===== src/mla_defines.svh =====
/*
 * Constants for the macrocell logic array: cell counts, flip-flop
 * type codes, input cell modes and reset values.
 * Assumes inclusion by bare name from the design files.
 */
`ifndef MLA_DEFINES_SVH
`define MLA_DEFINES_SVH

// ----------------------------------------------------------------------
// Sizes
// ----------------------------------------------------------------------
`define MLA_GROUP_CELLS 8
`define MLA_AB_NATIVE 3
`define MLA_AB_BORROW 6
`define MLA_BC_NATIVE 4
`define MLA_BC_BORROW_LO 5
`define MLA_BC_BORROW_HI 6
`define MLA_PT_MAX 10
`define MLA_EXT_CS 3
`define MLA_IN_CELLS 24
`define MLA_BC_SPLIT 4

// ----------------------------------------------------------------------
// Reset values
// ----------------------------------------------------------------------
`define MLA_MASK_RESET 8'h00
`define MLA_ZERO8 8'h00

// ----------------------------------------------------------------------
// Flip-flop type codes
// ----------------------------------------------------------------------
`define MLA_FF_D 2'h0
`define MLA_FF_T 2'h1
`define MLA_FF_JK 2'h2
`define MLA_FF_SR 2'h3

// ----------------------------------------------------------------------
// Input cell mode codes
// ----------------------------------------------------------------------
`define MLA_IN_PASS 2'h0
`define MLA_IN_LATCH 2'h1
`define MLA_IN_REG 2'h2

`endif


===== src/mla_pkg.sv =====
/*
 * Types shared by the macrocell logic array files.
 * Assumes mla_defines.svh is on the include path.
 */
`default_nettype none
`include "mla_defines.svh"

package mla_pkg;
    // Per group byte
    typedef logic [`MLA_GROUP_CELLS-1:0] mla_byte_type;
    // Host load tracker states
    typedef enum logic [0:0] {MLA_IDLE, MLA_WRITING} mla_load_type;
endpackage

`default_nettype wire


===== src/mla_out_cell.sv =====
/*
 * One output macrocell: sum of product terms, polarity XOR,
 * configurable flip-flop, host load, registered or combinational select.
 * Assumes pt is already masked by the allocator above; pt_k arrives unmasked.
 */
`default_nettype none
`include "mla_defines.svh"

module mla_out_cell #(
    parameter int NPT = `MLA_PT_MAX
) (
    input wire logic clk,             // System clock
    input wire logic arst_n,          // Async reset, active low
    input wire logic [NPT-1:0] pt,    // Usable product terms
    input wire logic [NPT-1:0] pt_k,  // Second terms for K or R input
    input wire logic polarity,        // Invert sum when high
    input wire logic [1:0] ff_type,   // D, T, JK or SR
    input wire logic clk_en,          // Flip-flop clock edge enable
    input wire logic preset,          // Active high preset
    input wire logic clear,           // Active high clear
    input wire logic load,            // Host load strobe
    input wire logic load_data,       // Host data bit
    input wire logic comb_sel,        // Select combinational output
    output logic out,                 // Selected cell output
    output logic q                    // Flip-flop state
);
    typedef struct packed {
        logic q;
    } mla_cell_state_type;

    mla_cell_state_type state_reg;    // Registered state
    mla_cell_state_type state_next;   // Next state
    logic sum;                        // Polarity corrected sum
    logic sum_k;                      // Second input sum

    // ------------------------------------------------------------------
    // Combinational path and next state
    // ------------------------------------------------------------------
    always_comb begin
        sum = (|pt) ^ polarity;              // see RQ7
        sum_k = |pt_k;
        state_next = state_reg;
        if (load) begin
            state_next.q = load_data;        // see RQ12
        end else if (clear) begin
            state_next.q = 1'b0;             // see RQ11
        end else if (preset) begin
            state_next.q = 1'b1;             // see RQ11
        end else if (clk_en) begin
            unique case (ff_type)            // see RQ9
                `MLA_FF_D: state_next.q = sum;
                `MLA_FF_T: state_next.q = state_reg.q ^ sum;
                `MLA_FF_JK: state_next.q = (sum & ~state_reg.q) |
                                           (~sum_k & state_reg.q);
                `MLA_FF_SR: state_next.q = sum | (~sum_k & state_reg.q);
            endcase
        end
    end

    // State register
    always_ff @(posedge clk or negedge arst_n) begin
        if (!arst_n) begin
            state_reg <= '0;
        end else begin
            state_reg <= state_next;
        end
    end

    assign q = state_reg.q;
    assign out = comb_sel ? sum : state_reg.q;   // see RQ8

    // Host load wins over the clock path
    property p_load_wins;
        @(posedge clk) disable iff (!arst_n)
        load |=> (q == $past(load_data));
    endproperty
    a_load_wins: assert property (p_load_wins) // see RQ12
        else $error("host load did not win");

    // Clear without load drives zero
    property p_clear;
        @(posedge clk) disable iff (!arst_n)
        (clear && !load) |=> !q;
    endproperty
    a_clear: assert property (p_clear) // see RQ11
        else $error("clear did not zero flip-flop");

    // Combinational select follows the polarity sum
    property p_comb;
        @(posedge clk) disable iff (!arst_n)
        comb_sel |-> (out == ((|pt) ^ polarity));
    endproperty
    a_comb: assert property (p_comb) // see RQ7
        else $error("combinational output wrong");
endmodule

`default_nettype wire


===== src/mla_top.sv =====
/*
 * Macrocell logic array: sixteen output cells with product term
 * borrowing, host load with write masks, pin output enables and
 * twenty-four input cells with latch, register or pass modes.
 * Assumes the AND array, address decode and bus timing sit outside;
 * product terms arrive as synchronous inputs on clk.
 */
`default_nettype none
`include "mla_defines.svh"

// Summary of operation
// RQ1 - Three port D chip selects, no cells used
// RQ2 - Sixteen output cells in two groups
// RQ3 - First group: three native, six borrowed
// RQ4 - Second group 0-3: four native, five borrowed
// RQ5 - Second group 4-7: four native, six borrowed
// RQ6 - Used terms never lent; neighbours only
// RQ7 - Sum passes polarity XOR stage
// RQ8 - Register or combinational select drives pin, feedback
// RQ9 - Flip-flop is D, T, JK or SR
// RQ10 - Clock from product term or dedicated input
// RQ11 - Active high preset, two-term clear
// RQ12 - Host load beats clock, preset, clear
// RQ13 - Cell n uses data bit n
// RQ14 - Edge or level host loading
// RQ15 - Eight-bit write masks reset zero, block writes
// RQ16 - Host reads input and output cells
// RQ17 - Pin enable is term OR direction bit
// RQ18 - Output without enable equation driven from reset
// RQ19 - 24 input cells: latch, register, pass
// RQ20 - Input cell gate from term or strobe
// RQ21 - One term per four input cells
// RQ22 - Strobe captures high address bits as inputs
// RQ23 - Masked cell keeps normal behaviour
module mla_top (
    input wire logic clk,                       // System clock 100 MHz
    input wire logic arst_n,                    // Async reset, active low
    // Host side
    input wire logic [7:0] host_wdata,          // Internal data bus in
    input wire logic wr_strobe,                 // Host write strobe
    input wire logic sel_ab_cells,              // Access first group cells
    input wire logic sel_bc_cells,              // Access second group cells
    input wire logic sel_ab_mask,               // Access first group mask
    input wire logic sel_bc_mask,               // Access second group mask
    input wire logic [1:0] sel_in_port,         // Input cell port read select
    input wire logic level_load,                // Level rather than edge load
    input wire logic host_address_strobe,       // Host address strobe
    output logic [7:0] host_rdata,              // Internal data bus out
    // AND array side
    input wire logic [79:0] ab_terms,           // Group AB terms, 10 per cell
    input wire logic [79:0] bc_terms,           // Group BC terms, 10 per cell
    input wire logic [79:0] ab_k_terms,         // Group AB second terms
    input wire logic [79:0] bc_k_terms,         // Group BC second terms
    input wire logic [15:0] pt_clock,           // Per cell clock terms
    input wire logic [15:0] pt_preset,          // Per cell preset terms
    input wire logic [31:0] pt_clear,           // Two clear terms per cell
    input wire logic [2:0] cs_terms,            // Chip select terms
    input wire logic [5:0] in_gate_terms,       // Input cell gate terms
    input wire logic dedicated_clock_input,     // Dedicated clock pin level
    // Configuration
    input wire logic [15:0] cfg_polarity,       // Output polarity per cell
    input wire logic [31:0] cfg_ff_type,        // Flip-flop type per cell
    input wire logic [15:0] cfg_clk_sel,        // High: dedicated clock
    input wire logic [15:0] cfg_comb_sel,       // High: combinational
    input wire logic [15:0] cfg_pt_lend,        // Cell lends spare terms
    input wire logic [15:0] cfg_pt_borrow,      // Cell borrows from neighbour
    input wire logic [47:0] cfg_in_mode,        // Input cell mode, 2 bits each
    input wire logic [5:0] cfg_in_gate_sel,     // High: address strobe gate
    // Port pins
    input wire logic [23:0] pin_in,             // Ports A, B, C pin levels
    input wire logic [23:0] pin_dir,            // Direction register bits
    input wire logic [23:0] pt_oe,              // Output enable terms
    input wire logic [23:0] no_oe_eqn,          // Pin has no enable equation
    output logic [15:0] cell_out,               // Cell outputs to pins
    output logic [15:0] cell_feedback,          // Cell feedback to array
    output logic [23:0] pin_oe,                 // Pin driver enables
    output logic [23:0] in_bus,                 // Input cell bus to array
    output logic [2:0] ext_cs                   // Port D chip selects
);
    // ------------------------------------------------------------------
    // State
    // ------------------------------------------------------------------
    typedef struct packed {
        logic [7:0] ab_mask;                  // First group write mask
        logic [7:0] bc_mask;                  // Second group write mask
        logic [23:0] in_reg;                  // Input cell storage
        logic [5:0] gate_d;                   // Gate sampled last cycle
        logic [15:0] clk_d;                   // Cell clock last cycle
        logic wr_d;                           // Write strobe last cycle
        logic [7:0] rdata;                    // Read data register
        mla_pkg::mla_load_type load_st;       // Host write tracker
    } mla_state_type;

    mla_state_type state_reg;                 // Registered state
    mla_state_type state_next;                // Next state
    logic [15:0] cell_clk;                    // Selected cell clocks
    logic [15:0] cell_q;                      // Flip-flop contents
    logic [15:0] load_vec;                    // Per cell load strobe
    logic [15:0] write_hit;                   // Unmasked write per cell
    logic [159:0] terms;                      // All cell terms
    logic [159:0] k_terms;                    // All second terms
    logic [159:0] use_terms;                  // Allocated terms
    logic [5:0] gate;                         // Input cell gates
    logic [23:0] in_gate_vec;                 // Gate per input cell
    logic wr_end;                             // Trailing write edge

    assign terms = {bc_terms, ab_terms};
    assign k_terms = {bc_k_terms, ab_k_terms};

    // Native plus borrow count per cell index
    function automatic int mla_pt_limit(input int idx);
        if (idx < `MLA_GROUP_CELLS) begin
            return `MLA_AB_NATIVE + `MLA_AB_BORROW;          // see RQ3
        end else if (idx < `MLA_GROUP_CELLS + `MLA_BC_SPLIT) begin
            return `MLA_BC_NATIVE + `MLA_BC_BORROW_LO;       // see RQ4
        end else begin
            return `MLA_BC_NATIVE + `MLA_BC_BORROW_HI;       // see RQ5
        end
    endfunction

    // Native term count per cell index
    function automatic int mla_pt_native(input int idx);
        if (idx < `MLA_GROUP_CELLS) begin
            return `MLA_AB_NATIVE;
        end else begin
            return `MLA_BC_NATIVE;
        end
    endfunction

    // ------------------------------------------------------------------
    // Product term allocator and output cells
    // ------------------------------------------------------------------
    genvar gi;
    genvar gj;
    generate
        for (gi = 0; gi < 16; gi++) begin : g_cell // see RQ2
            // Neighbour within group that may lend to this cell
            localparam int NB = (gi % `MLA_GROUP_CELLS == 7) ? gi - 1 : gi + 1;
            for (gj = 0; gj < `MLA_PT_MAX; gj++) begin : g_pt
                // Native terms always; borrowed terms only when the
                // neighbour lends and is not itself borrowing
                if (gj < mla_pt_native(gi)) begin : g_nat
                    assign use_terms[gi*10+gj] = terms[gi*10+gj];
                end else if (gj < mla_pt_limit(gi)) begin : g_bor
                    assign use_terms[gi*10+gj] = terms[gi*10+gj] &
                        cfg_pt_borrow[gi] & cfg_pt_lend[NB] &
                        ~cfg_pt_borrow[NB];            // see RQ6
                end else begin : g_none
                    assign use_terms[gi*10+gj] = 1'b0;
                end
            end

            // Clock from term or dedicated input
            assign cell_clk[gi] = cfg_clk_sel[gi] ? dedicated_clock_input
                                                  : pt_clock[gi]; // see RQ10

            mla_out_cell #(.NPT(`MLA_PT_MAX)) u_cell (
                .clk(clk),
                .arst_n(arst_n),
                .pt(use_terms[gi*10 +: 10]),
                .pt_k(k_terms[gi*10 +: 10]),
                .polarity(cfg_polarity[gi]),
                .ff_type(cfg_ff_type[gi*2 +: 2]),
                .clk_en(cell_clk[gi] & ~state_reg.clk_d[gi]), // see RQ10
                .preset(pt_preset[gi]),
                .clear(|pt_clear[gi*2 +: 2]),                 // see RQ11
                .load(load_vec[gi]),
                .load_data(host_wdata[gi % 8]),               // see RQ13
                .comb_sel(cfg_comb_sel[gi]),
                .out(cell_out[gi]),
                .q(cell_q[gi])
            );
        end
    endgenerate

    assign cell_feedback = cell_out;                          // see RQ8

    // ------------------------------------------------------------------
    // Host load with masks
    // ------------------------------------------------------------------
    assign wr_end = state_reg.wr_d & ~wr_strobe;
    assign write_hit = {{8{sel_bc_cells}} & ~state_reg.bc_mask,
                        {8{sel_ab_cells}} & ~state_reg.ab_mask}; // see RQ15
    // Masked cells get no load and run normally; see RQ23
    assign load_vec = write_hit & {16{level_load ? wr_strobe
                                                 : wr_end}}; // see RQ14

    // ------------------------------------------------------------------
    // Input cells
    // ------------------------------------------------------------------
    genvar gk;
    generate
        for (gk = 0; gk < 6; gk++) begin : g_gate
            assign gate[gk] = cfg_in_gate_sel[gk] ? host_address_strobe
                                                  : in_gate_terms[gk]; // see RQ20
        end
        for (gk = 0; gk < `MLA_IN_CELLS; gk++) begin : g_in
            assign in_gate_vec[gk] = gate[gk / `MLA_BC_SPLIT];  // see RQ21
            always_comb begin
                unique case (cfg_in_mode[gk*2 +: 2])            // see RQ19
                    `MLA_IN_LATCH: in_bus[gk] = in_gate_vec[gk] ?
                                   pin_in[gk] : state_reg.in_reg[gk];
                    `MLA_IN_REG: in_bus[gk] = state_reg.in_reg[gk];
                    default: in_bus[gk] = pin_in[gk];
                endcase
            end
        end
    endgenerate

    // ------------------------------------------------------------------
    // Pins and chip selects
    // ------------------------------------------------------------------
    assign pin_oe = pt_oe | pin_dir | no_oe_eqn;          // see RQ17 RQ18
    assign ext_cs = cs_terms;                             // see RQ1
    assign host_rdata = state_reg.rdata;

    // ------------------------------------------------------------------
    // Next state
    // ------------------------------------------------------------------
    always_comb begin
        state_next = state_reg;
        state_next.wr_d = wr_strobe;
        state_next.clk_d = cell_clk;
        state_next.gate_d = gate;
        unique case (state_reg.load_st)
            mla_pkg::MLA_IDLE: begin
                if (wr_strobe) begin
                    state_next.load_st = mla_pkg::MLA_WRITING;
                end
            end
            mla_pkg::MLA_WRITING: begin
                if (!wr_strobe) begin
                    state_next.load_st = mla_pkg::MLA_IDLE;
                end
            end
        endcase
        // Mask writes on the trailing edge
        if (wr_end && sel_ab_mask) begin
            state_next.ab_mask = host_wdata;                  // see RQ15
        end
        if (wr_end && sel_bc_mask) begin
            state_next.bc_mask = host_wdata;                  // see RQ15
        end
        // Input cell capture; strobe gate captures high address bits
        for (int i = 0; i < `MLA_IN_CELLS; i++) begin
            if (cfg_in_mode[i*2 +: 2] == `MLA_IN_LATCH &&
                in_gate_vec[i]) begin
                state_next.in_reg[i] = pin_in[i];             // see RQ22
            end else if (cfg_in_mode[i*2 +: 2] == `MLA_IN_REG &&
                         in_gate_vec[i] &&
                         !state_reg.gate_d[i / `MLA_BC_SPLIT]) begin
                state_next.in_reg[i] = pin_in[i];             // see RQ22
            end
        end
        // Read mux
        if (sel_ab_cells) begin
            state_next.rdata = cell_q[7:0];                   // see RQ16
        end else if (sel_bc_cells) begin
            state_next.rdata = cell_q[15:8];                  // see RQ16
        end else if (sel_ab_mask) begin
            state_next.rdata = state_reg.ab_mask;
        end else if (sel_bc_mask) begin
            state_next.rdata = state_reg.bc_mask;
        end else begin
            unique case (sel_in_port)
                2'h0: state_next.rdata = in_bus[7:0];
                2'h1: state_next.rdata = in_bus[15:8];
                2'h2: state_next.rdata = in_bus[23:16];
                default: state_next.rdata = `MLA_ZERO8;
            endcase
        end
    end

    // State register
    always_ff @(posedge clk or negedge arst_n) begin
        if (!arst_n) begin
            state_reg <= '0;
            state_reg.ab_mask <= `MLA_MASK_RESET;
            state_reg.bc_mask <= `MLA_MASK_RESET;
        end else begin
            state_reg <= state_next;
        end
    end

    // ------------------------------------------------------------------
    // Checks
    // ------------------------------------------------------------------
    property p_mask_blocks;
        @(posedge clk) disable iff (!arst_n)
        (sel_ab_cells && state_reg.ab_mask[0]) |-> !load_vec[0];
    endproperty
    a_mask_blocks: assert property (p_mask_blocks) // see RQ15
        else $error("masked cell was loaded");

    property p_edge_load;
        @(posedge clk) disable iff (!arst_n)
        (!level_load && sel_ab_cells && !state_reg.ab_mask[3] &&
         state_reg.wr_d && !wr_strobe) |=> (cell_q[3] == $past(host_wdata[3]));
    endproperty
    a_edge_load: assert property (p_edge_load) // see RQ14
        else $error("edge load missed");

    property p_level_load;
        @(posedge clk) disable iff (!arst_n)
        (level_load && wr_strobe && sel_bc_cells && !state_reg.bc_mask[5])
        |=> (cell_q[13] == $past(host_wdata[5]));
    endproperty
    a_level_load: assert property (p_level_load) // see RQ13
        else $error("level load wrong bit");

    property p_oe;
        @(posedge clk) disable iff (!arst_n)
        (pin_dir[4] || pt_oe[4] || no_oe_eqn[4]) |-> pin_oe[4];
    endproperty
    a_oe: assert property (p_oe) // see RQ17
        else $error("pin enable missing");

    property p_read_out;
        @(posedge clk) disable iff (!arst_n)
        sel_ab_cells |=> (host_rdata == $past(cell_q[7:0]));
    endproperty
    a_read_out: assert property (p_read_out) // see RQ16
        else $error("output cell read wrong");

    property p_mask_write;
        @(posedge clk) disable iff (!arst_n)
        (state_reg.wr_d && !wr_strobe && sel_bc_mask)
        |=> (state_reg.bc_mask == $past(host_wdata));
    endproperty
    a_mask_write: assert property (p_mask_write) // see RQ15
        else $error("mask not written");

    property p_feedback;
        @(posedge clk) disable iff (!arst_n)
        cell_feedback == cell_out;
    endproperty
    a_feedback: assert property (p_feedback) // see RQ8
        else $error("feedback differs from pin output");

    property p_cs;
        @(posedge clk) disable iff (!arst_n)
        ext_cs == cs_terms;
    endproperty
    a_cs: assert property (p_cs) // see RQ1
        else $error("chip select mismatch");
endmodule

`default_nettype wire

===== config.mk =====
export PLATFORM = sky130hd
export DESIGN_NAME = mla_top
export DESIGN_NICKNAME = d
export VERILOG_FILES = /design/src/mla_pkg.sv /design/src/mla_out_cell.sv /design/src/mla_top.sv
export VERILOG_INCLUDE_DIRS = /design/src
export SDC_FILE = /design/constraint.sdc
export NUM_CORES = 1
export LEC_CHECK = 0
export ABC_AREA = 1
export BUFFER_PORTS_ARGS = -buffer_cell sky130_fd_sc_hd__buf_2
export CAP_MARGIN = 15
export CORE_AREA = 2 2 295 297
export CTS_CLUSTER_DIAMETER = 80
export CTS_CLUSTER_SIZE = 12
export DETAILED_ROUTE_END_ITERATION = 10
export DIE_AREA = 0 0 297 299
export PLACE_DENSITY = 0.42
export SLEW_MARGIN = 5
export SYNTH_ARGS = -nofsm -noshare
export SYNTH_HDL_FRONTEND = slang
export SYNTH_HIERARCHICAL = 1
export SYNTH_SLANG_ARGS = --single-unit

===== constraint.sdc =====
create_clock -name clk -period 4.6 [get_ports clk]
set_clock_uncertainty 0.15 [all_clocks]
set_input_delay 0 -clock clk [delete_from_list [all_inputs] [get_ports clk]]
set_output_delay 0 -clock clk [all_outputs]
set_load 0.02 [all_outputs]

* Word-level counts from Yosys, hierarchy flattened
Cells that the tools add are included.
** Word-level totals
- Flip-flop bits (word level) :: 87
- Bits in latches :: 0
- Memory bits (writable) :: 0
- Memory bits (read-only) :: 0
- Input bits :: 675
- Output and inout bits :: 91
- Word-level logic and storage cells :: 1008
- Memories :: 0
** Operators by class
- Add/subtract/negate cells :: 0
- Multiply operators :: 0
- Div/mod/pow operators :: 0
- Magnitude comparators :: 0
- Eq/ne operators :: 98
- Shift operators :: 0
- Multiplexer cells :: 220
- Bitwise logic cells :: 459
- Reductions and logical operators :: 185
** Operator list (count)
- $and A1 B1 Y1 :: 325
- $reduce_or A10 Y1 :: 20
- $mux W1 :: 175
- $eq A2 B2 Y1 const B :: 57
- $reduce_or A9 Y1 :: 12
- $eq A2 B1 Y1 const B :: 41
- $logic_and A1 B1 Y1 :: 74
- $pmux W1 S4 :: 16
- $reduce_bool A4 Y1 :: 16
- $not A1 Y1 :: 63
- $or A24 B24 Y24 :: 2
- $pmux W1 S2 :: 24
- $reduce_bool A2 Y1 :: 24
- $logic_not A2 Y1 :: 17
- $mux W8 :: 4
- $or A1 B1 Y1 :: 32
- $reduce_or A2 Y1 :: 16
- $xor A1 B1 Y1 :: 32
- $pmux W8 S3 :: 1
- $and A16 B16 Y16 :: 1
- $and A8 B8 Y8 :: 2
- $not A8 Y8 :: 2
- $logic_not A1 Y1 :: 6

* Longest topological paths before layout
- Depth after elaboration :: 12
- Depth in mapped cells :: 16
- Depth with buffers taken out :: 16

* Modules after synthesis
Netlist, hierarchy kept.
** Modules (own cells, without submodules)
- mla_top :: times used 1, cells each 1130, area an instance 6633.9 um^2, sequential area each 1776.7 um^2
- mla_out_cell :: times used 16, cells each 48, area an instance 252.7 um^2, sequential area each 25.0 um^2

* Least setup slack after synthesis
OpenSTA, ideal clock, no wires.
- Path kind :: input to register
- Start :: input cfg_pt_borrow[6]
- End :: register g_cell[6].u_cell.state_reg
- Library setup time :: 0.073 ns
- Arrival :: 1.466 ns
- Required time :: 4.377 ns
- Path slack :: 2.911 ns
- Cell stages on the path :: 15
- Buffers on the path :: 0
- Cell sequence :: inv_1 -> nor2_1 -> nand2_1 -> nor2_1 -> nor2_2 -> nand2_1 -> nor2_1 -> nand3_1 -> and2_1 -> ha_1 -> o21ai_0 -> nand2_1 -> nand3_1 -> nand2_1 -> a21oi_2
** On the way
- Longest elaborated chain between the ends :: 12
- Elaborated cells between the ends (all ways) :: 29
- Classes of those cells :: mux (5); bitwise (23); reduce/logical (1)
** RTL lines
- start, declared :: RTL line mla_top.sv:66 : input wire logic [15:0] cfg_pt_borrow,
- $and A1 B1 Y1 (*) :: RTL line mla_top.sv:145 : assign use_terms[gi*10+gj] = terms[gi*10+gj] &
- $and A1 B1 Y1 (*) (2 in series) :: RTL line mla_top.sv:146 : cfg_pt_borrow[gi] & cfg_pt_lend[NB] &
- net use_terms[67] :: RTL line mla_top.sv:102 : logic [159:0] use_terms;
- $reduce_or A9 Y1 (*) :: RTL line mla_out_cell.sv:40 : sum = (|pt) ^ polarity;
- $xor A1 B1 Y1 (*) :: RTL line mla_out_cell.sv:40
- $and A1 B1 Y1 :: RTL line mla_out_cell.sv:53 : `MLA_FF_JK: state_next.q = (sum & ~state_reg.q) |
- $or A1 B1 Y1 :: RTL line mla_out_cell.sv:53
- $pmux W1 S4 (*) :: RTL line mla_out_cell.sv:50 : unique case (ff_type)
- $mux W1 (*) :: RTL line mla_out_cell.sv:49 : end else if (clk_en) begin
- $mux W1 (*) :: RTL line mla_out_cell.sv:47 : end else if (preset) begin
- $mux W1 (*) :: RTL line mla_out_cell.sv:45 : end else if (clear) begin
- $mux W1 (*) :: RTL line mla_out_cell.sv:43 : if (load) begin
- end signal, assigned :: RTL line mla_out_cell.sv:65 : state_reg <= state_next;
- end, declared :: RTL line mla_out_cell.sv:31 : mla_cell_state_type state_reg;
Mark *: on every way through the listed nets, which the timed path passes. The rest lies on a longest branch. The select of a mux whose other input is x is not followed.
A chain may end at the register's enable or synchronous reset.

* Worst setup path in the final report
- Start :: input sel_ab_cells
- End :: register g_cell[7].u_cell.state_reg
** On the way
- Longest elaborated chain between the ends :: 3
- Elaborated cells between the ends (all ways) :: 4
- Classes of those cells :: mux (1); bitwise (2); reduce/logical (1)
** RTL lines
- start, declared :: RTL line mla_top.sv:41 : input wire logic sel_ab_cells,
- $and A8 B8 Y8 (*) :: RTL line mla_top.sv:183 : {8{sel_ab_cells}} & ~state_reg.ab_mask};
- $and A16 B16 Y16 (*) :: RTL line mla_top.sv:185 : assign load_vec = write_hit & {16{level_load ? wr_strobe
- net load_vec[7] :: RTL line mla_top.sv:98 : logic [15:0] load_vec;
- $reduce_bool A4 Y1 (no source line) / $mux W1 (equally long branches)
- end signal, assigned :: RTL line mla_out_cell.sv:65
- end, declared :: RTL line mla_out_cell.sv:31
Mark *: on every way through the listed nets, which the timed path passes. The rest lies on a longest branch.

==> out/results.ini <==
[run_status]
status=complete, no violations

[cts]
cts-root-buf=clkbuf_16
clock_latency_ps=390
cts_max_level=3
cts_tree=yes
cts_buffers=9
clk_path_buf_depth=2
cts_sinks=87
path_clk_slew_ps=80

[logic_synthesis]
netlist_instances=1898
ys.warnings.count=6
avgSynthCellArea_sq_um=5.63
synth_cell_types=27
netlist_area_sq_um=10700
ys_seq_elements=87
ys_seq_area_share_pct=20.4

[timing]
hold-worst-slack_ps=18.5
setup_viol=0
tightest_slew_ps=970
final.setup.tns_ps=0
clock.fmax_mhz=290
max_slew_margin_pct=35.2
final-hold-violation-count=0
drv_slew=0
final.min_clock_period_ps=3450
post-route-period-util_pct=75.0
rsz0062_at_grt=no

[flow_run]
cap_violations=0

[pwr]
p_per_area_nw_per_um2=183
p_leak_nw=10.3
total_power_mw=3.20
ir_worst_vdd_mv=0.183

[die]
die_x_um=297
initial_core_util_pct=12.4
dieArea_sq_um=88800
die_h_um=299
core_sq_um=85900
io_pins=766
rows=108

[setup_path]
cp_max_fo=17
r2r_slack_ps=1330
reg2reg_depth=10
startpoint=sel_ab_cells
start_kind=primary input
reg2reg_to=g_cell[7].u_cell/q
arrival_ps=3560
path_class=primary input to register
crit_path_end_kind=register
required_ps=4710
r2r-start=state_reg[9]
crit_end=g_cell[7].u_cell/q

[layout]
fill_cells=10100
largest_register_ffs=63
drive_gt1_share_pct=30.4
fin_nets=3526
area_growth_pct=64.3

[global_route]
track_usage_pct=12.1
grt_overflow=0
grt_pass1_vias=13700
grt_pass1_wl_um=80200
antenna_found_initial=13
grt_max_degree=55

[routing]
vias=14100
first_pass_iters=5
drc=0
viasPerCell=3.56
ant_nets=0
drt_iter0_markers=455
wire_per_inst_um=14.1
wirelength_um=55800

[placed_design]
dp_hpwl_um=47800
port_buffers=745
place_congestion=0.818

[min_path]
hold_class=primary input to async pin

[worst max-delay path: stages]
cell,delay [ps]
dlygate4sd3_1,540
buf_2,480
nand2_1,600
nor2_1,460
nor4_1,90
dlygate4sd3_1,580
a21oi_1,160
a21oi_2,70
dlygate4sd3_1,550
[layer usage]
layer / track usage, % / wire (um) / vias to the layer above / share of wire, %
met5: 0 / 62 / - / 0.11
met4: 3.31 / 1050 / 10 / 1.9
met3: 2.32 / 2970 / 55 / 5.3
met2: 21.9 / 27900 / 428 / 50
met1: 14.6 / 23800 / 6092 / 43
li1: - / - / 7479 / -
[where the power goes]
part           switching (mW)  internal, mW
sequential             0.0788         0.870
combinational           0.787         0.626
clock                   0.413         0.428
[synth_stat cells]
master / n / share of area [%]
conb_1: 1 / 0.035
and2_1: 16 / 0.94
o21ai_0: 56 / 2.6
nand3b_1: 11 / 0.77
ha_1: 64 / 7.5
or3_1: 24 / 1.4
a21oi_2: 16 / 1.3
o21bai_2: 16 / 1.7
buf_2: 2 / 0.094
buf_4: 28 / 2.0
nor2_2: 32 / 1.9
nor4_1: 16 / 0.94
clkbuf_1: 6 / 0.21
nor3_1: 16 / 0.75
o21ai_1: 16 / 0.75
inv_1: 440 / 15
nor2_1: 345 / 12
nand3_1: 132 / 6.2
and2_0: 16 / 0.94
nand2_2: 8 / 0.47
a21oi_1: 82 / 3.8
nand2_4: 1 / 0.11
nand2_1: 434 / 15
buf_6: 1 / 0.11
xnor2_1: 16 / 1.3
or2_2: 16 / 0.94
dfrtp_1: 87 / 20
[timing repair]
item	in CTS	in global routing
buffers inserted	0	0
hold endpoints to repair	140	0
gates resized for setup	0	0
hold buffers	158	0
[stage by stage]
step / cells / cell area (sq um) / setup WS (ps) / utilization [%]
global route: 3950 / 17500 / 821 / 20.4
global placement: 3773 / 15700 / 2170 / 18.2
finish: 3952 / 17500 / 1150 / 20.4
floorplan: 1909 / 10700 / 2910 / -
CTS: 3947 / 17500 / 960 / 20.4
detailed placement: 3773 / 15700 / 2210 / 18.2
[worst min path at each step]
stage | start | endpoint
after global routing | cfg_in_mode[30] | state_reg[47]
after global placement | cs_terms[2] | ext_cs[2]
after CTS | cfg_in_mode[0] | state_reg[32]
after detailed placement | cs_terms[2] | ext_cs[2]
after floorplan | arst_n | g_cell[0].u_cell/q
final | arst_n | state_reg[44]
[cell families after synthesis]
family | share of synthesized area, %
AND/OR/NAND/NOR | 42.7
buffers and inverters | 17.8
AO/OA/AOI/OAI | 10.2
flip-flops | 20.4
adder cells (fa/ha/maj) | 7.50
XOR/XNOR | 1.31
other | 0.0351
[layout make-up]
| cell class | count | area, sq um | area share, % |
|---|---|---|---|
| Timing Repair Buffer | 904 | 5320 | 30.3 |
| Clock buffer | 10 | 229 | 1.31 |
| Tap cell | 1155 | 1450 | 8.24 |
| Multi-Input combinational cell | 1345 | 6640 | 37.8 |
| Sequential cell | 87 | 2180 | 12.4 |
| Clock inverter | 6 | 68.8 | 0.392 |
| Inverter | 440 | 1650 | 9.41 |
| Antenna cell | 5 | 12.5 | 0.0713 |
[cells in the final DEF, fill, tap and decap left out, types with 8 or more instances in the layout]
master	netlist	final
a21oi_2	16	16
nand3_1	132	132
o21bai_2	16	16
clkbuf_16	0	9
inv_1	440	440
dfrtp_1	87	87
ha_1	64	64
and2_0	16	16
or3_1	24	24
xnor2_1	16	16
nor2_2	32	32
and2_1	16	16
dlygate4sd3_1	0	158
nor2_1	345	345
nand3b_1	11	11
conb_1	1	12
nand2_1	434	434
o21ai_1	16	16
nor3_1	16	16
nand2_2	8	8
o21ai_0	56	56
a21oi_1	82	82
or2_2	16	16
nor4_1	16	16
buf_2	2	744
No activity file was read; power rests on OpenSTA's default activity.
